$ cat config.mk
export PLATFORM = sky130hd
export DESIGN_NAME = sic_top
export DESIGN_NICKNAME = d
export VERILOG_FILES = /design/src/include/sic_pkg.sv /design/src/include/sic_crc_if.sv /design/src/rtl/sic_top.sv /design/src/rtl/sic_crc.sv
export SDC_FILE = /design/constraint.sdc
export NUM_CORES = 1
export LEC_CHECK = 0
export BUFFER_PORTS_ARGS = -buffer_cell sky130_fd_sc_hd__buf_2
export CAP_MARGIN = 30
export CORE_MARGIN = 2
export CORE_UTILIZATION = 30
export CTS_BUF_LIST = sky130_fd_sc_hd__clkbuf_2 sky130_fd_sc_hd__clkbuf_4 sky130_fd_sc_hd__clkbuf_8
export DETAILED_ROUTE_END_ITERATION = 10
export GPL_TIMING_DRIVEN = 1
export PLACE_DENSITY = 0.46
export SLEW_MARGIN = 20
export SYNTH_ARGS = -nofsm -noshare
export SYNTH_HDL_FRONTEND = slang
export SYNTH_SLANG_ARGS = --single-unit
$ cat constraint.sdc
create_clock -name pclk -period 17.6 [get_ports pclk]
set_clock_uncertainty 0.15 [all_clocks]
set_input_delay 1.76 -clock pclk [delete_from_list [all_inputs] [get_ports pclk]]
set_output_delay 1.76 -clock pclk [all_outputs]
set_load 0.02 [all_outputs]
$ cat src/include/sic_pkg.sv
// Shared constants and types for the SPI/I2S data, checksum and audio config block
package sic_pkg;

  ////////////////////////////////////////////////////////////////////////////
  // Register byte offsets
  localparam logic [7:0] SIC_CTRL_OFS = 8'h00;
  localparam logic [7:0] SIC_STAT_OFS = 8'h08;
  localparam logic [7:0] SIC_DATA_OFS = 8'h0c;
  localparam logic [7:0] SIC_POLY_OFS = 8'h10;
  localparam logic [7:0] SIC_RXCK_OFS = 8'h14;
  localparam logic [7:0] SIC_TXCK_OFS = 8'h18;
  localparam logic [7:0] SIC_ACFG_OFS = 8'h1c;

  ////////////////////////////////////////////////////////////////////////////
  // Control register fields
  localparam int SIC_CTRL_SPI_EN  = 0;
  localparam int SIC_CTRL_FRM16   = 1;
  localparam int SIC_CTRL_CK_EN   = 2;
  localparam int SIC_CTRL_CK_NEXT = 3;

  // Status register fields
  localparam int SIC_STAT_RXNE  = 0;
  localparam int SIC_STAT_TXE   = 1;
  localparam int SIC_STAT_CKERR = 4;
  localparam int SIC_STAT_BUSY  = 7;

  // Audio configuration fields
  localparam int SIC_ACFG_CHW  = 0;
  localparam int SIC_ACFG_SW   = 1;
  localparam int SIC_ACFG_IDLE_CLOCK_LEVEL = 3;
  localparam int SIC_ACFG_STD  = 4;
  localparam int SIC_ACFG_PFS  = 7;
  localparam int SIC_ACFG_ROLE = 8;
  localparam int SIC_ACFG_AEN  = 10;
  localparam int SIC_ACFG_PSEL = 11;

  ////////////////////////////////////////////////////////////////////////////
  // Reset values
  localparam logic [3:0]  SIC_CTRL_RST = 4'h0;
  localparam logic [15:0] SIC_DATA_RST = 16'h0000;
  localparam logic [15:0] SIC_POLY_RST = 16'h0007;
  localparam logic [15:0] SIC_CK_RST   = 16'h0000;

  // Frame lengths in bits, minus one
  localparam logic [3:0] SIC_LAST8  = 4'h7;
  localparam logic [3:0] SIC_LAST16 = 4'hf;

  ////////////////////////////////////////////////////////////////////////////
  typedef enum logic [1:0] {
    SIC_SW16  = 2'b00,
    SIC_SW24  = 2'b01,
    SIC_SW32  = 2'b10,
    SIC_SWBAD = 2'b11
  } sic_width_t;

  typedef enum logic [1:0] {
    SIC_STD_I2S   = 2'b00,
    SIC_STD_LEFT  = 2'b01,
    SIC_STD_RIGHT = 2'b10,
    SIC_STD_PCM   = 2'b11
  } sic_std_t;

  typedef enum logic [1:0] {
    SIC_ROLE_STX = 2'b00,
    SIC_ROLE_SRX = 2'b01,
    SIC_ROLE_MTX = 2'b10,
    SIC_ROLE_MRX = 2'b11
  } sic_role_t;

  typedef enum logic [1:0] {
    SIC_ST_IDLE  = 2'b01,
    SIC_ST_SHIFT = 2'b10
  } sic_state_t;

endpackage : sic_pkg

$ cat src/include/sic_crc_if.sv
// Request and result of one frame-wide checksum step
`timescale 1ns/100ps
interface sic_crc_if;
  logic [15:0] poly;
  logic [15:0] cur;
  logic [15:0] data;
  logic        wide;
  logic [15:0] nxt;

  modport user   (output poly, output cur, output data, output wide, input nxt);
  modport engine (input poly, input cur, input data, input wide, output nxt);
endinterface : sic_crc_if

$ cat src/rtl/sic_top.sv
// SPI/I2S data register, checksum unit and audio configuration with APB access
//
// Overview of operation
// - Data writes fill transmit, reads give receive
// - Byte frames use low byte only
// - Writable checksum polynomial, resets to 0x0007
// - Receive checksum, 8 or 16 bits, read-only
// - Transmit checksum, width follows frame length
// - Enabling checksum clears both checksum results
// - Channel width bit: 16 or 32
// - Sample width 16/24/32, code 11 refused
// - Idle clock level bit
// - PCM sync length select, PCM only
// - Two-bit audio role select
// - Audio settings locked while audio enabled
// - Protocol select locked while enabled
// - Busy flag kept by hardware
// - Checksum mismatch raises error flag
//
// Chosen here: the APB register port.
`timescale 1ns/100ps
module sic_top
  import sic_pkg::*;
(
  input  wire logic        pclk,
  input  wire logic        presetn,
  input  wire logic [7:0]  paddr,
  input  wire logic        psel,
  input  wire logic        penable,
  input  wire logic        pwrite,
  input  wire logic [31:0] pwdata,
  output logic      [31:0] prdata,
  output logic             pready,
  output logic             pslverr,
  input  wire logic        spi_sck,
  input  wire logic        spi_sel_n,
  input  wire logic        spi_mosi,
  output logic             spi_miso_o,
  output logic             spi_miso_oe,
  output logic             audio_active,
  output logic             audio_chan32,
  output logic      [1:0]  audio_sample_width,
  output logic             idle_clock_level,
  output logic      [1:0]  audio_standard_select,
  output logic             pcm_sync_length_select,
  output logic      [1:0]  audio_role_select
);

  ////////////////////////////////////////////////////////////////////////////
  // Address decode
  function automatic logic sic_mapped(input logic [7:0] a);
    return a == SIC_CTRL_OFS || a == SIC_STAT_OFS || a == SIC_DATA_OFS ||
           a == SIC_POLY_OFS || a == SIC_RXCK_OFS || a == SIC_TXCK_OFS ||
           a == SIC_ACFG_OFS;
  endfunction : sic_mapped

  logic        acc;
  logic        wr_ctrl;
  logic        wr_stat;
  logic        wr_data;
  logic        wr_poly;
  logic        wr_acfg;
  logic        rd_data;

  assign acc     = psel & penable;
  assign wr_ctrl = acc & pwrite & (paddr == SIC_CTRL_OFS);
  assign wr_stat = acc & pwrite & (paddr == SIC_STAT_OFS);
  assign wr_data = acc & pwrite & (paddr == SIC_DATA_OFS);
  assign wr_poly = acc & pwrite & (paddr == SIC_POLY_OFS);
  assign wr_acfg = acc & pwrite & (paddr == SIC_ACFG_OFS);
  assign rd_data = acc & ~pwrite & (paddr == SIC_DATA_OFS);
  assign pready  = 1'b1;
  assign pslverr = acc & ~sic_mapped(paddr);

  ////////////////////////////////////////////////////////////////////////////
  // Registers
  logic              spi_en_r;
  logic              frm16_r;
  logic              ck_en_r;
  logic              ck_next_r;
  logic [15:0]       poly_r;
  logic [15:0]       tx_buf_r;
  logic [15:0]       rx_buf_r;
  logic              txe_r;
  logic              rxne_r;
  logic              ckerr_r;
  logic [15:0]       rx_ck_r;
  logic [15:0]       tx_ck_r;
  logic              chw_r;
  sic_width_t        sw_r;
  logic              idle_clock_level_r;
  sic_std_t          std_r;
  logic              pfs_r;
  sic_role_t         role_r;
  logic              aen_r;
  logic              psel_bit_r;
  logic              busy;
  logic              ck_clr;
  logic              frame_done;
  logic              load_go;
  logic              ck_frame_r;
  logic [15:0]       rx_word;
  logic [15:0]       tx_word_r;

  always_ff @(posedge pclk or negedge presetn) begin
    if (!presetn) begin
      spi_en_r <= SIC_CTRL_RST[SIC_CTRL_SPI_EN];
      frm16_r  <= SIC_CTRL_RST[SIC_CTRL_FRM16];
      ck_en_r  <= SIC_CTRL_RST[SIC_CTRL_CK_EN];
    end else if (wr_ctrl) begin
      spi_en_r <= pwdata[SIC_CTRL_SPI_EN];
      frm16_r  <= pwdata[SIC_CTRL_FRM16];
      ck_en_r  <= pwdata[SIC_CTRL_CK_EN];
    end
  end

  // Checksum frame request: hardware takes it at the next frame load
  always_ff @(posedge pclk or negedge presetn) begin
    if (!presetn) begin
      ck_next_r <= SIC_CTRL_RST[SIC_CTRL_CK_NEXT];
    end else if (wr_ctrl && pwdata[SIC_CTRL_CK_NEXT]) begin
      ck_next_r <= 1'b1;
    end else if (load_go) begin
      ck_next_r <= 1'b0;
    end
  end

  always_ff @(posedge pclk or negedge presetn) begin
    if (!presetn) begin
      poly_r <= SIC_POLY_RST;
    end else if (wr_poly) begin
      poly_r <= pwdata[15:0];
    end
  end

  // Transmit buffer and its empty flag
  always_ff @(posedge pclk or negedge presetn) begin
    if (!presetn) begin
      tx_buf_r <= SIC_DATA_RST;
      txe_r    <= 1'b1;
    end else begin
      if (load_go && !ck_next_r) begin
        txe_r <= 1'b1;
      end
      if (wr_data) begin
        tx_buf_r <= frm16_r ? pwdata[15:0] : {8'h00, pwdata[7:0]};
        txe_r    <= 1'b0;
      end
    end
  end

  // Receive buffer; a new frame wins over the clearing read
  always_ff @(posedge pclk or negedge presetn) begin
    if (!presetn) begin
      rx_buf_r <= SIC_DATA_RST;
      rxne_r   <= 1'b0;
    end else if (frame_done) begin
      rx_buf_r <= rx_word;
      rxne_r   <= 1'b1;
    end else if (rd_data) begin
      rxne_r   <= 1'b0;
    end
  end

  // Checksum error: set wins over a write of zero
  always_ff @(posedge pclk or negedge presetn) begin
    if (!presetn) begin
      ckerr_r <= 1'b0;
    end else if (frame_done && ck_frame_r && rx_word != rx_ck_r) begin
      ckerr_r <= 1'b1;
    end else if (wr_stat && !pwdata[SIC_STAT_CKERR]) begin
      ckerr_r <= 1'b0;
    end
  end

  ////////////////////////////////////////////////////////////////////////////
  // Checksum results
  sic_crc_if rx_ck ();
  sic_crc_if tx_ck ();

  assign rx_ck.poly = poly_r;
  assign rx_ck.cur  = rx_ck_r;
  assign rx_ck.data = rx_word;
  assign rx_ck.wide = frm16_r;
  assign tx_ck.poly = poly_r;
  assign tx_ck.cur  = tx_ck_r;
  assign tx_ck.data = tx_word_r;
  assign tx_ck.wide = frm16_r;

  sic_crc u_rx_ck (
    .ck (rx_ck.engine)
  );

  sic_crc u_tx_ck (
    .ck (tx_ck.engine)
  );

  assign ck_clr = wr_ctrl & pwdata[SIC_CTRL_CK_EN] & ~ck_en_r;

  always_ff @(posedge pclk or negedge presetn) begin
    if (!presetn) begin
      rx_ck_r <= SIC_CK_RST;
      tx_ck_r <= SIC_CK_RST;
    end else if (ck_clr) begin
      rx_ck_r <= SIC_CK_RST;
      tx_ck_r <= SIC_CK_RST;
    end else if (frame_done && ck_en_r && !ck_frame_r) begin
      rx_ck_r <= rx_ck.nxt;
      tx_ck_r <= tx_ck.nxt;
    end
  end

  ////////////////////////////////////////////////////////////////////////////
  // Audio configuration
  always_ff @(posedge pclk or negedge presetn) begin
    if (!presetn) begin
      chw_r      <= 1'b0;
      sw_r       <= SIC_SW16;
      idle_clock_level_r     <= 1'b0;
      std_r      <= SIC_STD_I2S;
      pfs_r      <= 1'b0;
      role_r     <= SIC_ROLE_STX;
      aen_r      <= 1'b0;
      psel_bit_r <= 1'b0;
    end else if (wr_acfg) begin
      if (!aen_r) begin
        chw_r  <= pwdata[SIC_ACFG_CHW];
        idle_clock_level_r <= pwdata[SIC_ACFG_IDLE_CLOCK_LEVEL];
        std_r  <= sic_std_t'(pwdata[SIC_ACFG_STD +: 2]);
        pfs_r  <= pwdata[SIC_ACFG_PFS];
        role_r <= sic_role_t'(pwdata[SIC_ACFG_ROLE +: 2]);
        if (pwdata[SIC_ACFG_SW +: 2] != SIC_SWBAD) begin
          sw_r <= sic_width_t'(pwdata[SIC_ACFG_SW +: 2]);
        end
      end
      aen_r <= pwdata[SIC_ACFG_AEN];
      if (!aen_r && !spi_en_r) begin
        psel_bit_r <= pwdata[SIC_ACFG_PSEL];
      end
    end
  end

  // Audio settings reach the serial side only in audio protocol
  assign audio_active           = psel_bit_r & aen_r;
  assign audio_chan32           = psel_bit_r & (chw_r | (sw_r != SIC_SW16));
  assign audio_sample_width     = psel_bit_r ? sw_r : SIC_SW16;
  assign idle_clock_level       = psel_bit_r & idle_clock_level_r;
  assign audio_standard_select  = psel_bit_r ? std_r : SIC_STD_I2S;
  assign pcm_sync_length_select = psel_bit_r & (std_r == SIC_STD_PCM) & pfs_r;
  assign audio_role_select      = psel_bit_r ? role_r : SIC_ROLE_STX;

  ////////////////////////////////////////////////////////////////////////////
  // Pin synchronisers
  logic sck_s1_r;
  logic sck_s2_r;
  logic sck_s3_r;
  logic sel_s1_r;
  logic sel_s2_r;
  logic sel_s3_r;
  logic mosi_s1_r;
  logic mosi_s2_r;

  always_ff @(posedge pclk or negedge presetn) begin
    if (!presetn) begin
      sck_s1_r  <= 1'b0;
      sck_s2_r  <= 1'b0;
      sck_s3_r  <= 1'b0;
      sel_s1_r  <= 1'b1;
      sel_s2_r  <= 1'b1;
      sel_s3_r  <= 1'b1;
      mosi_s1_r <= 1'b0;
      mosi_s2_r <= 1'b0;
    end else begin
      sck_s1_r  <= spi_sck;
      sck_s2_r  <= sck_s1_r;
      sck_s3_r  <= sck_s2_r;
      sel_s1_r  <= spi_sel_n;
      sel_s2_r  <= sel_s1_r;
      sel_s3_r  <= sel_s2_r;
      mosi_s1_r <= spi_mosi;
      mosi_s2_r <= mosi_s1_r;
    end
  end

  logic sck_rise;
  logic sck_fall;
  logic sel_fall;
  logic spi_on;

  assign sck_rise = sck_s2_r & ~sck_s3_r;
  assign sck_fall = ~sck_s2_r & sck_s3_r;
  assign sel_fall = ~sel_s2_r & sel_s3_r;
  assign spi_on   = spi_en_r & ~psel_bit_r;

  ////////////////////////////////////////////////////////////////////////////
  // Serial slave, idle-low clock, sample on rise, shift on fall
  sic_state_t  state_r;
  logic [3:0]  cnt_r;
  logic [15:0] rx_sh_r;
  logic [15:0] tx_sh_r;
  logic [3:0]  last_bit;

  assign last_bit   = frm16_r ? SIC_LAST16 : SIC_LAST8;
  assign frame_done = (state_r == SIC_ST_SHIFT) & ~sel_s2_r & sck_rise & (cnt_r == last_bit);
  assign load_go    = ((state_r == SIC_ST_IDLE) & spi_on & sel_fall) | frame_done;
  assign rx_word    = frm16_r ? {rx_sh_r[14:0], mosi_s2_r}
                              : {8'h00, rx_sh_r[6:0], mosi_s2_r};

  always_ff @(posedge pclk or negedge presetn) begin
    if (!presetn) begin
      state_r <= SIC_ST_IDLE;
    end else begin
      unique case (state_r)
        SIC_ST_IDLE: begin
          if (spi_on && sel_fall) begin
            state_r <= SIC_ST_SHIFT;
          end
        end
        SIC_ST_SHIFT: begin
          if (sel_s2_r || !spi_on) begin
            state_r <= SIC_ST_IDLE;
          end
        end
        default: begin
          state_r <= SIC_ST_IDLE;
        end
      endcase
    end
  end

  always_ff @(posedge pclk or negedge presetn) begin
    if (!presetn) begin
      cnt_r   <= 4'h0;
      rx_sh_r <= SIC_DATA_RST;
    end else if (state_r != SIC_ST_SHIFT || sel_s2_r) begin
      cnt_r   <= 4'h0;
    end else if (sck_rise) begin
      rx_sh_r <= {rx_sh_r[14:0], mosi_s2_r};
      cnt_r   <= frame_done ? 4'h0 : cnt_r + 4'h1;
    end
  end

  // Transmit shifter loads data or the transmit checksum
  always_ff @(posedge pclk or negedge presetn) begin
    if (!presetn) begin
      tx_sh_r    <= SIC_DATA_RST;
      tx_word_r  <= SIC_DATA_RST;
      ck_frame_r <= 1'b0;
    end else if (load_go) begin
      tx_sh_r    <= ck_next_r ? tx_ck_r : tx_buf_r;
      tx_word_r  <= tx_buf_r;
      ck_frame_r <= ck_next_r;
    end else if (state_r == SIC_ST_SHIFT && sck_fall && cnt_r != 4'h0) begin
      // The fall after a frame's last bit keeps the freshly loaded MSB
      tx_sh_r    <= {tx_sh_r[14:0], 1'b0};
    end
  end

  assign spi_miso_o  = frm16_r ? tx_sh_r[15] : tx_sh_r[7];
  assign spi_miso_oe = (state_r == SIC_ST_SHIFT) & ~sel_s2_r;

  // Busy while a frame is selected
  assign busy = (state_r == SIC_ST_SHIFT) & ~sel_s2_r;

  ////////////////////////////////////////////////////////////////////////////
  // Read data, captured in the setup cycle
  logic [31:0] rd_mux;

  always_comb begin
    rd_mux = 32'h0000_0000;
    unique case (paddr)
      SIC_CTRL_OFS: begin
        rd_mux[SIC_CTRL_SPI_EN]  = spi_en_r;
        rd_mux[SIC_CTRL_FRM16]   = frm16_r;
        rd_mux[SIC_CTRL_CK_EN]   = ck_en_r;
        rd_mux[SIC_CTRL_CK_NEXT] = ck_next_r;
      end
      SIC_STAT_OFS: begin
        rd_mux[SIC_STAT_RXNE]  = rxne_r;
        rd_mux[SIC_STAT_TXE]   = txe_r;
        rd_mux[SIC_STAT_CKERR] = ckerr_r;
        rd_mux[SIC_STAT_BUSY]  = busy;
      end
      SIC_DATA_OFS: begin
        rd_mux[15:0] = rx_buf_r;
      end
      SIC_POLY_OFS: begin
        rd_mux[15:0] = poly_r;
      end
      SIC_RXCK_OFS: begin
        rd_mux[15:0] = rx_ck_r;
      end
      SIC_TXCK_OFS: begin
        rd_mux[15:0] = tx_ck_r;
      end
      SIC_ACFG_OFS: begin
        rd_mux[SIC_ACFG_CHW]       = chw_r;
        rd_mux[SIC_ACFG_SW +: 2]   = sw_r;
        rd_mux[SIC_ACFG_IDLE_CLOCK_LEVEL]      = idle_clock_level_r;
        rd_mux[SIC_ACFG_STD +: 2]  = std_r;
        rd_mux[SIC_ACFG_PFS]       = pfs_r;
        rd_mux[SIC_ACFG_ROLE +: 2] = role_r;
        rd_mux[SIC_ACFG_AEN]       = aen_r;
        rd_mux[SIC_ACFG_PSEL]      = psel_bit_r;
      end
      default: begin
        rd_mux = 32'h0000_0000;
      end
    endcase
  end

  always_ff @(posedge pclk or negedge presetn) begin
    if (!presetn) begin
      prdata <= 32'h0000_0000;
    end else if (psel && !penable && !pwrite) begin
      prdata <= rd_mux;
    end
  end

endmodule : sic_top

$ cat src/rtl/sic_crc.sv
// Checksum over one whole 8-bit or 16-bit frame, MSB first
`timescale 1ns/100ps
module sic_crc
  import sic_pkg::*;
(
  sic_crc_if.engine ck
);

  function automatic logic [15:0] sic_step(
    input logic [15:0] poly,
    input logic [15:0] cur,
    input logic [15:0] data,
    input logic        wide
  );
    logic [15:0] c;
    logic        fb;
    c  = cur;
    fb = 1'b0;
    for (int i = 0; i < 16; i++) begin
      if (wide || i < 8) begin
        fb = (wide ? c[15] : c[7]) ^ data[(wide ? 15 : 7) - i];
        c  = {c[14:0], 1'b0};
        if (fb) begin
          c = c ^ poly;
        end
      end
    end
    if (!wide) begin
      c[15:8] = 8'h00;
    end
    return c;
  endfunction : sic_step

  // Narrow frames use the low byte of the polynomial only
  assign ck.nxt = sic_step(ck.poly, ck.cur, ck.data, ck.wide);

endmodule : sic_crc

# After elaboration in Yosys (flattened, before gate mapping)
# Cells that the tools add are included.
dict set report totals {
  regBits 176
  latchBits 0
  mem_bits_rw 0
  rom_bits 0
  inputBits 48
  output_inout_bits 46
  memories 0
}
dict set report classes {
  n_addsub 16
  n_mul 0
  div 0
  magnitude_cmp 16
  eq_ne 15
  shifts 0
  mux 215
  bitwise_logic 101
  n_reduce_logical 44
}
# op count
set ops {}
lappend ops {{$mux W16} 57}
lappend ops {{$lt A32 B6 Y1 const B} 16}
lappend ops {{$xor A16 B16 Y16} 32}
lappend ops {{$sub A32 B5 Y32 const B} 7}
lappend ops {{$bmux W1 S4} 32}
lappend ops {{$sub A32 B4 Y32 const B} 4}
lappend ops {{$mux W1} 105}
lappend ops {{$sub A32 B3 Y32 const B} 2}
lappend ops {{$eq A8 B5 Y1 const B} 4}
lappend ops {{$sub A32 B2 Y32 const B} 1}
lappend ops {{$xor A1 B1 Y1} 32}
lappend ops {{$and A1 B1 Y1} 26}
lappend ops {{$mux W4} 5}
lappend ops {{$pmux W4 S5} 1}
lappend ops {{$eq A8 B4 Y1 const B} 2}
lappend ops {{$mux W8} 2}
lappend ops {{$ne A16 B16 Y1} 1}
lappend ops {{$pmux W4 S4} 1}
lappend ops {{$reduce_bool A2 Y1} 8}
lappend ops {{$pmux W2 S7} 1}
lappend ops {{$logic_and A1 B1 Y1} 13}
lappend ops {{$pmux W1 S6} 2}
lappend ops {{$pmux W2 S6} 1}
lappend ops {{$mux W2} 5}
lappend ops {{18 further kinds} 47}

# Logic depth before layout (Yosys ltp)
# Gate-level depths: netlist of run 1.
dict set report logic_depth {
  depth_word 62
  ltp_mapped 33
}

# By module
# A second synthesis of run 1 with hierarchy kept.
dict set report hier_totals {
  cells_unflattened 2588
  area_unflattened_um2 20667.3
}
# mod n_inst cells_each area_each_um2 seq_area_each_um2
set modules_own_cells {}
lappend modules_own_cells {sic_crc 2 896 6089.6 0.0}
lappend modules_own_cells {sic_top 1 796 8488.1 4414.2}

# Worst setup path before layout of run 1
# No wires, ideal clock.
dict set report synth_timing {
  path_kind {reg-to-reg}
  start {register frm16_r}
  end {register rx_ck_r[8] (netlist: rx_ck.cur[8])}
  setup_ns 0.131
  t_arrival_ns 7.812
  required_ns 17.319
  setup_slack_ns 9.507
  stages_incl_launch_ff 30
  path_cell_list {dfrtp_1 -> buf_4 -> inv_2 -> mux2_2 -> buf_4 -> and3_1 -> or4_1 -> a211oi_2 -> a211oi_1 -> or4_1 -> and3_1 -> o311ai_2 -> clkbuf_1 -> nand2_1 -> xnor2_1 -> or4_1 -> a32oi_1 -> xor2_1 -> mux2i_1 -> and2_1 -> xor2_2 -> xnor3_1 -> a211o_1 -> a31oi_1 -> xnor2_1 -> xnor2_1 -> xnor2_1 -> a22oi_1 -> o2111ai_1 -> or3b_1}
}
dict set report synth_between {
  elab_chain_cells 62
  elab_cells_between_ends 145
}
# item line
set synth_rtl {}
lappend synth_rtl {{start, declared} sic_top.sv:78} ;# logic frm16_r;
lappend synth_rtl {{start signal, assigned} sic_top.sv:108} ;# frm16_r <= SIC_CTRL_RST[SIC_CTRL_FRM16];
lappend synth_rtl {{start signal, assigned} sic_top.sv:112} ;# frm16_r <= pwdata[SIC_CTRL_FRM16];
lappend synth_rtl {{branches (longest 62 deep; another with $sub A32 B2 Y32)} --}
lappend synth_rtl {{end signal, assigned} sic_top.sv:208} ;# rx_ck_r <= rx_ck.nxt;
lappend synth_rtl {{end, declared} sic_top.sv:87} ;# logic [15:0] rx_ck_r;
# Parallel ways; which one is timed is not known. The select of a mux whose other input is x is not followed.
# A chain may end at the register's enable or synchronous reset.

# Worst setup path after layout of run 1
# Same ends and word-level chain as after synthesis.

==> summary.md, run 1 <==
| Metric | Value |
|---|---|
| Measured slew at the worst slew-check pin | `0.994 ns` |
| Initial DRC Count | `1771` |
| Async set-or-reset flop fraction in the synthesized netlist | `1.00` |
| Vias in the first global route | `between 15000 and 20000` |
| Root Buffer | `clkbuf_8` |
| H-Tree Depth | `4` |
| WP depth | `28` |
| Final Slew Violations | `0` |
| Post-synthesis cell area | `20000 µm²` |
| DRT antenna net count | `0` |
| Largest net degree at the start of global routing | `112` |
| Full die area | `68700 µm²` |
| # DRC | `0` |
| WL met2 | `36600 µm` |
| Cell Count, Final, Fillers Out | `3371` |
| Met1 WL | `37100 µm` |
| Syn avg cell area | `7.89 µm²` |
| Commonest non-fill, non-tap cell in the layout | `nand2_1` |
| Drt first pass iters | `6` |
| Top Metal Used | `met4` |
| Hold Crit Class | `reg2reg` |
| CTS tree | `done` |
| Tot GR Track Use | `0.233` |
| Grt total ovfl | `0` |
| WP data arrival | `11.50 ns` |
| CTS Buf Count | `17` |
| Max Clock Freq | `0.0886 GHz` |
| Crit Reg-Reg Endpoint | `rx_ck.cur[8]` |
| #FFs+latches synth | `176` |
| Via count | `19000` |
| # Post-CTS Setup Buffers | `0` |
| Area delta synth->final | `8.10%` |
| Post-CTS Hold Buffers | `0` |
| Worst setup startpoint | `frm16_r` |
| Most frequent cells in the layout | `nand2_1, xnor2_1, dfrtp_1` |
| Status | `finished clean` |
| Main synth FF type | `dfrtp_1` |
| Die span in x | `roughly 260 µm` |
| Post-Synthesis Cells | `2533` |
| Wirelength per Cell | `between 20 and 25 µm` |
| Routability cong. | `0.900` |
| First-pass GRT wire length | `121000 µm` |
| Antenna Cells | `0` |
| Post-layout minimum cycle time | `11.28 ns` |
| Worst EP required | `17.82 ns` |
| Yosys synthesis warning count | `0` |
| Share of layout cells above drive strength 1 | `0.116` |
| Port bufs | `60` |
| Core ar. | `65900 µm²` |
| Crit-path max FO | `52` |
| Chip Height | `roughly 260 µm` |
| Max_slew headroom | `0.335` |
| CP max-delay cell | `o211ai_1` |
| Row count | `94` |
| Worst-path clk slew | `0.09 ns` |
| Clock tree sinks | `about 180` |
| Fin. Hold Viols | `0` |
| Setup TNS Final | `0 ns` |
| Cells on worst reg2reg path | `28` |
| CP endpoint kind | `register` |
| Critical R2R Launch | `frm16_r` |
| Worst Setup Path Type | `reg2reg` |
| Seq/Total Area, Yosys | `0.221` |
| Initial antenna violation count | `0` |
| Post-synth EDFFs | `0` |
| Clk_lat worst skew | `0.49 ns` |
| Max Cap Viol | `0` |
| Crit-path leading delay family | `compound AO/OA/AOI/OAI gates` |
| # nets final | `between 2000 and 3000` |
| Max stage delay on crit path | `about 0.78 ns` |
| Placed cells | `between 3000 and 4000` |
| IO Count | `between 90 and 100` |
| Register-to-register setup slack | `approximately 6.3 ns` |
| Clock tree buffer depth | `2` |
| Post-CTS sizing | `0` |
| Initial Util | `0.303` |
| WP buf/inv | `2` |
| DP Wirelength | `roughly 57000 µm` |
| Hold depth | `0` |
| RSZ-0062 raised after global routing | `no` |
| CP Launch Type | `register` |
| Post-Route WL | `approximately 81000 µm` |
| Critical Path End | `rx_ck.cur[8]` |
| Tcrit/Tclk final | `0.641` |
| # setup viols final | `0` |
| Vias per inst | `5.63` |
| WL met3 | `4660 µm` |
| Synth unique cells | `114` |
metal layers:
metal  vias to the layer above  GRT usage
met4                         0     0.0772
met3                        90     0.0220
met5                         -          0
li1                       8804          -
met2                       703      0.372
met1                      9388      0.330
synth_stat cells (22+ instances only):
| cell type | instances | area, µm² |
|---|---|---|
| nand2_1 | 515 | 1930 |
| o211ai_1 | 22 | 165 |
| a211oi_1 | 29 | 218 |
| xor2_1 | 74 | 648 |
| and3_1 | 38 | 238 |
| nor3_1 | 51 | 255 |
| a21oi_1 | 88 | 440 |
| xnor2_1 | 358 | 3140 |
| o21ai_0 | 116 | 581 |
| nand3_1 | 52 | 260 |
| inv_1 | 28 | 105 |
| xnor3_1 | 42 | 946 |
| mux2i_1 | 43 | 430 |
| and2_1 | 28 | 175 |
| nor2_1 | 144 | 541 |
| clkbuf_1 | 148 | 556 |
| nand4_1 | 26 | 163 |
| mux2_2 | 57 | 642 |
| dfrtp_1 | 168 | 4200 |
| o22ai_1 | 22 | 138 |
area by class of cell:
cell class / count / area [µm²]
fillers: 7112 / 44300
multi-input cells: 2145 / 14700
flip-flops and latches: 176 / 4420
well taps: 864 / 1080
repair buffers: 124 / 861
clock buffers: 20 / 263
clock inverters: 12 / 161
inverters: 30 / 113
worst min-delay path by stage:
stage	from	to	slack, ns
3_3_place_gp	mosi_s1_r	mosi_s2_r	0.19
5_1_grt	mosi_s1_r	mosi_s2_r	0.21
3_5_place_dp	mosi_s1_r	mosi_s2_r	0.19
2_1_floorplan	mosi_s1_r	mosi_s2_r	0.18
4_1_cts	mosi_s1_r	mosi_s2_r	0.21
6_report	mosi_s1_r	mosi_s2_r	0.21
registers in the layout, indices dropped and copies added, names as in the netlist, 2 cells and up:
register / cells
sw_r: 2
state_r: 2
tx_ck.cur: 16
rx_buf_r: 16
cnt_r: 4
role_r: 2
tx_sh_r: 16
poly_r: 16
rx_sh_r: 15
prdata: 16
rx_ck.cur: 16
tx_ck.data: 16
std_r: 2
tx_buf_r: 16
cell families after synthesis:
logic type	count (synthesis)	synth area share
and+or+nand+nor	987	0.228
buffers and inverters	227	0.0483
AOI/OAI and AO/OA	547	0.193
DFF	176	0.221
other	2	0.000376
xor gates and xnor gates	486	0.249
muxes	106	0.0596
adders and majority gates	2	0.00125
through the flow:
stage	util	area (µm²)	setup slack [ns]	hold slack, ns
final	0.328	21600	6.32	0.210
after detailed placement	0.320	21100	6.62	0.191
after global placement	0.319	21000	6.75	0.186
after CTS	0.327	21500	6.56	0.214
after global routing	0.328	21600	5.57	0.214
after floorplan	-	20000	9.51	0.181
Power of run 1 is not shown: default switching activity piles up to over one toggle a cycle in this logic, so the estimate is an artifact.
==> run 2: changes to the inputs <==
Settings changed: ABC_AREA set to 1, PLACE_DENSITY 0.46 to 0.47.
Clock period 17.6 ns to 9.7 ns, I/O delays scaled along.
==> summary.md, run 2 <==
| Metric | Value |
|---|---|
| Status | `finished clean` |
| Seq/Total Area, Yosys | `0.218 (-0.00260)` |
| Clock tree sinks | `176 (unchanged)` |
| Full die area | `69500 µm² (+1.2%)` |
| Fin. Hold Viols | `0 (unchanged)` |
| Worst-path clk slew | `0.11 ns (+0.02 ns)` |
| Placed cells | `4136 (+24%)` |
| DP Wirelength | `57200 µm (-0.39%)` |
| Post-synthesis cell area | `20200 µm² (+1.2%)` |
| Post-layout minimum cycle time | `8.92 ns (-2.37 ns)` |
| Share of layout cells above drive strength 1 | `0.148 (+0.0315)` |
| Worst EP required | `9.94 ns (-7.88 ns)` |
| Most frequent cells in the layout | `nand2_1, nand3_1, inv_1` |
| Row count | `95 (+1.1%)` |
| DRT antenna net count | `0 (unchanged)` |
| Post-route setup slack | `0.780 ns (-5.53 ns)` |
| Crit-path leading delay family | `simple AND/OR/NAND/NOR gates` |
| Top cells by area, synth | `nand2_1, dfrtp_1, nand3_1, xor2_1, inv_1` |
| CTS tree | `done` |
| Max_slew headroom | `0.174 (-0.161)` |
| CTS Buf Count | `17 (unchanged)` |
| IO Count | `94 (unchanged)` |
| Count leader, synth | `nand2_1` |
| Largest net degree at the start of global routing | `111 (-0.89%)` |
| DP Worst Slack | `0.108 ns (-6.51 ns)` |
| GRT met3 Usage | `0.0237 (+0.00167)` |
| CP max-delay cell | `dfrtp_4` |
| Met1 Usage GRT | `0.320 (-0.00914)` |
| Grt total ovfl | `0 (unchanged)` |
| First-pass GRT wire length | `119000 µm (-1.8%)` |
| Worst Setup Path Type | `reg2reg` |
| Syn avg cell area | `6.15 µm² (-22%)` |
| Vias in the first global route | `18900 (+4.7%)` |
| Hold Crit Class | `in2async` |
| H-Tree Depth | `4 (unchanged)` |
| Cell Count, Final, Fillers Out | `4239 (+26%)` |
| Wirelength per Cell | `18.7 µm (-22%)` |
| CP endpoint kind | `register` |
| Most used routing layer in global routing | `met2` |
| Top cell type by total area after synthesis | `nand2_1` |
| Synth top area share | `0.226 (+0.0153)` |
| Initial DRC Count | `1636 (-7.6%)` |
| Measured slew at the worst slew-check pin | `1.23 ns (+0.232 ns)` |
| Port bufs | `60 (unchanged)` |
| Vias per inst | `4.94 (-12%)` |
| Main synth FF type | `dfrtp_1` |
| RSZ-0062 raised after global routing | `yes` |
| Core ar. | `66900 µm² (+1.6%)` |
| Synth unique cells | `61 (-46%)` |
| Commonest non-fill, non-tap cell in the layout | `nand2_1` |
| Tot GR Track Use | `0.221 (-0.0119)` |
| Post-synth EDFFs | `0 (unchanged)` |
| Initial antenna violation count | `2 (+2)` |
| #FFs+latches synth | `176 (unchanged)` |
| Max Clock Freq | `0.112 GHz (+27%)` |
| Via count | `20900 (+10%)` |
| CP Launch Type | `register` |
| CP dominant cell by count | `nand2_2` |
| M2 GR Usage | `0.348 (-0.0232)` |
| Post-Synthesis Cells | `3287 (+30%)` |
| # setup viols final | `0 (unchanged)` |
| Chip Height | `264 µm (+0.59%)` |
| Drt first pass iters | `7 (+1)` |
| Routability cong. | `0.873 (-3.0%)` |
| Die span in x | `264 µm (+0.59%)` |
| Top cells by count, synth | `nand2_1, nand3_1, inv_1` |
| # DRC | `0 (unchanged)` |
| Clk_lat worst skew | `0.51 ns (+0.02 ns)` |
| Max stage delay on crit path | `0.56 ns (-0.22 ns)` |
| Final Slew Violations | `0 (unchanged)` |
| # nets final | `3403 (+34%)` |
| Crit-path max FO | `18 (-65%)` |
| Tcrit/Tclk final | `0.920 (+0.278)` |
| Initial Util | `0.302 (-0.00124)` |
| Max Cap Viol | `0 (unchanged)` |
| Yosys synthesis warning count | `0 (unchanged)` |
| Area delta synth->final | `13.3%` |
| Post-layout util | `0.342 (+0.0143)` |
| Post-Route WL | `79100 µm (-2.1%)` |
| Clock tree buffer depth | `2 (unchanged)` |
| Async set-or-reset flop fraction in the synthesized netlist | `1.00 (unchanged)` |
| WP buf/inv | `4 (+2)` |
| Antenna Cells | `0 (unchanged)` |
| WP data arrival | `9.16 ns (-2.34 ns)` |
| Root Buffer | `clkbuf_8` |
-- run 2: changes by cell type after synthesis, moves of 45 or more --
| cell | previous run | this run |
|---|---|---|
| inv_1 | 28 | 307 |
| mux2_2 | 57 | 0 |
| clkbuf_1 | 148 | 66 |
| nand2_2 | 1 | 69 |
| nand2_1 | 515 | 1216 |
| o21ai_0 | 116 | 165 |
| nand3_1 | 52 | 347 |
| xor2_1 | 74 | 175 |
| buf_4 | 19 | 66 |
| a21oi_1 | 88 | 43 |
| xnor2_1 | 358 | 118 |
-- run 2: per-layer routing --
layer	vias to the layer above	wire length [µm]
met4	0	1750
met5	-	0
li1	10500	-
met3	80	4550
met2	621	35000
met1	9742	37800
-- run 2: path summary, 6_finish.rpt --
| path | startpoint | to | slack (ns) | cells past startpoint |
|---|---|---|---|---|
| max in group asynchronous | presetn | poly_r[1] | 8.28 | 3 |
| min reg2reg | mosi_s1_r | mosi_s2_r | 0.21 | 0 |
| max reg2reg | frm16_r | tx_ck.cur[2] | 0.78 | 85 |
| max | frm16_r | tx_ck.cur[2] | 0.78 | 85 |
| min | presetn | tx_ck.data[5] | 0.18 | 1 |
| min in group pclk | mosi_s1_r | mosi_s2_r | 0.21 | 0 |
-- run 2: final cells by class --
type	instances	area [µm²]
fillers	7386	44000
multi-input cells	2605	14000
flip-flops and latches	176	4420
repair buffers	224	1770
inverters	329	1250
well taps	873	1090
clock buffers	19	255
clock inverters	13	143
-- run 2: logic make-up (layout without fill, tap and decap cells) --
family | Yosys count | in the layout | synth area share
and+or+nand+nor | 1930 | 1933 | 0.420
buffers and inverters | 524 | 585 | 0.123
AOI/OAI and AO/OA | 351 | 351 | 0.101
xor gates and xnor gates | 301 | 301 | 0.135
DFF | 176 | 176 | 0.218
adders and majority gates | 2 | 2 | 0.00124
other | 2 | 17 | 0.000371
muxes | 1 | 1 | 0.000495
-- run 2: through the flow --
| step | hold WS [ns] | instance area [µm²] | TNS (ns) |
|---|---|---|---|
| after floorplan | 0.181 | 20300 | 0 |
| after global placement | 0.182 | 21200 | 0 |
| after detailed placement | 0.188 | 21200 | 0 |
| after CTS | 0.212 | 21600 | 0 |
| after global routing | 0.161 | 22900 | -1.01 |
| final | 0.180 | 22900 | 0 |
-- run 2: repair_timing --
item / in CTS / in global routing
hold buffers: 0 / 0
setup endpoints to repair: 0 / 32
buffers inserted: 0 / 65
gates resized for setup: 0 / 155
Power of run 2 is left out for the same reason.
==> run 3: changes to the inputs <==
Clock period 9.7 ns to 8.03 ns, I/O delays scaled along.
==> summary.md, run 3 (synthesis results as in run 2) <==
| Metric | Value |
|---|---|
| CP Launch Type | `register` |
| Post-route cell area | `27000 µm² (+18%)` |
| First-pass GRT wire length | `125000 µm (+5.2%)` |
| CTS tree | `done` |
| Max_slew headroom | `0.189 (+0.0148)` |
| Post-Route WL | `83200 µm (+5.2%)` |
| Vias per inst | `4.92 (-0.37%)` |
| IO Count | `94 (unchanged)` |
| Clock tree buffer depth | `2 (unchanged)` |
| Most frequent cells in the layout | `nand2_1, buf_4, inv_1` |
| Setup TNS Final | `-12.91 ns (-12.91 ns)` |
| Final Slew Violations | `0 (unchanged)` |
| Post-CTS Hold Buffers | `0 (unchanged)` |
| Vias in the first global route | `20700 (+9.7%)` |
| Worst-path clk slew | `0.11 ns (about the same)` |
| H-Tree Depth | `4 (unchanged)` |
| Worst EP required | `8.27 ns (-1.67 ns)` |
| Root Buffer | `clkbuf_8` |
| Full die area | `69500 µm² (unchanged)` |
| Tot GR Track Use | `0.232 (+0.0112)` |
| Max Cap Viol | `0 (unchanged)` |
| Register-to-register setup slack | `-0.52 ns (-1.30 ns)` |
| # DRC | `0 (unchanged)` |
| DP Wirelength | `59600 µm (+4.3%)` |
| Grt total ovfl | `0 (unchanged)` |
| Register Area | `4420 µm² (about the same)` |
| Post-layout util | `0.404 (+0.0617)` |
| Clk_lat worst skew | `0.50 ns (about the same)` |
| Commonest non-fill, non-tap cell in the layout | `nand2_1` |
| Via count | `22200 (+5.9%)` |
| Antenna Cells | `0 (unchanged)` |
| Share of layout cells above drive strength 1 | `0.298 (+0.150)` |
| Port bufs | `60 (unchanged)` |
| CP max-delay cell | `dfrtp_4` |
| Crit-path max FO | `7 (-11)` |
| Fin. Hold Viols | `0 (unchanged)` |
| Worst setup startpoint | `frm16_r` |
| DP Worst Slack | `-0.612 ns (-0.719 ns)` |
| Hold Crit Class | `reg2reg` |
| CP dominant cell by count | `nand2_4` |
| Max Clock Freq | `0.117 GHz (+4.3%)` |
| # setup viols final | `32 (+32)` |
| Failing checks | `negative setup slack` |
| Initial Util | `0.302 (unchanged)` |
| RSZ-0062 raised after global routing | `yes` |
| Max stage delay on crit path | `0.51 ns (-0.05 ns)` |
| Area delta synth->final | `33.7%` |
| WP data arrival | `8.79 ns (-0.37 ns)` |
| Fillcell total | `7126 (-3.5%)` |
| Post-route setup slack | `-0.523 ns (-1.30 ns)` |
| Worst Setup Path Type | `reg2reg` |
| Initial DRC Count | `1605 (-1.9%)` |
| Chip Height | `264 µm (unchanged)` |
| Measured slew at the worst slew-check pin | `1.20 ns (-0.0219 ns)` |
| Multi-input logic area | `15800 µm² (+13%)` |
| Wirelength per Cell | `18.5 µm (-0.96%)` |
| # nets final | `3668 (+7.8%)` |
| Routability cong. | `0.875 (+0.19%)` |
| Row count | `95 (unchanged)` |
| CP endpoint kind | `register` |
| Die span in x | `264 µm (unchanged)` |
| Drt first pass iters | `6 (-1)` |
| Clock tree sinks | `176 (unchanged)` |
| Core ar. | `66900 µm² (unchanged)` |
| Hold path start | `sck_s1_r` |
| Status | `complete, but fails checks` |
| Post-layout minimum cycle time | `8.55 ns (-0.367 ns)` |
| Initial antenna violation count | `0 (-2)` |
| CTS Buf Count | `17 (unchanged)` |
| DRT antenna net count | `0 (unchanged)` |
| Critical R2R Launch | `frm16_r` |
| Tcrit/Tclk final | `1.07 (+0.146)` |
| Dpl cell area | `23000 µm² (+8.6%)` |
| Largest net degree at the start of global routing | `107 (-3.6%)` |
[run 3: cell types whose count changed in the layout (fill, tap and decap cells not counted), sizes merged]
cell,change
buf,+266
bufinv,+2
clkinv,-2
inv,+2
nand2,-2
nand3,-1
[run 3: worst max-delay path: cells and delay by family, from the launching register on]
kind	cells	cell delay (ns)
XOR/XNOR	1	0.15
AND/OR/NAND/NOR	70	6.40
buffers and inverters	8	0.85
flip-flops	1	0.51
AO/OA/AOI/OAI	3	0.32
[run 3: metrics by stage]
stage | hold WS, ns | cells
after global placement | 0.182 | 4358
after global routing | 0.212 | 4504
after floorplan | 0.181 | 3302
after CTS | 0.202 | 4476
final | 0.206 | 4504
after detailed placement | 0.187 | 4362
[run 3: worst paths after layout]
kind,endpoint,cells after the start
max,rx_ck.cur[7],82
min,sck_s2_r,0
max reg2reg,rx_ck.cur[7],82
min reg2reg,sck_s2_r,0
max in group asynchronous,sel_s1_r,3
min in group asynchronous,tx_buf_r[12],1
[run 3: final cells by class]
class	instances	area share
Clock buffer	17	0.00865
Tap cell	873	0.0404
Multi-Input combinational cell	2602	0.584
Timing Repair Buffer	492	0.150
Clock inverter	15	0.00745
Inverter	329	0.0464
Sequential cell	176	0.164
[run 3: what timing repair did]
item / in CTS / in global routing
gates cloned: 4 / 1
gates resized for setup: 266 / 383
endpoints found under the setup margin: 32 / 32
pin swaps: 108 / 147
setup buffers: 83 / 31
[run 3: layer usage]
metal	track usage	routed length [µm]	up-vias
met5	0	0	-
met4	0.0646	2270	0
met3	0.0262	4240	120
met2	0.377	38100	555
met1	0.324	38600	10500
li1	-	-	11000
Power of run 3 is left out for the same reason.
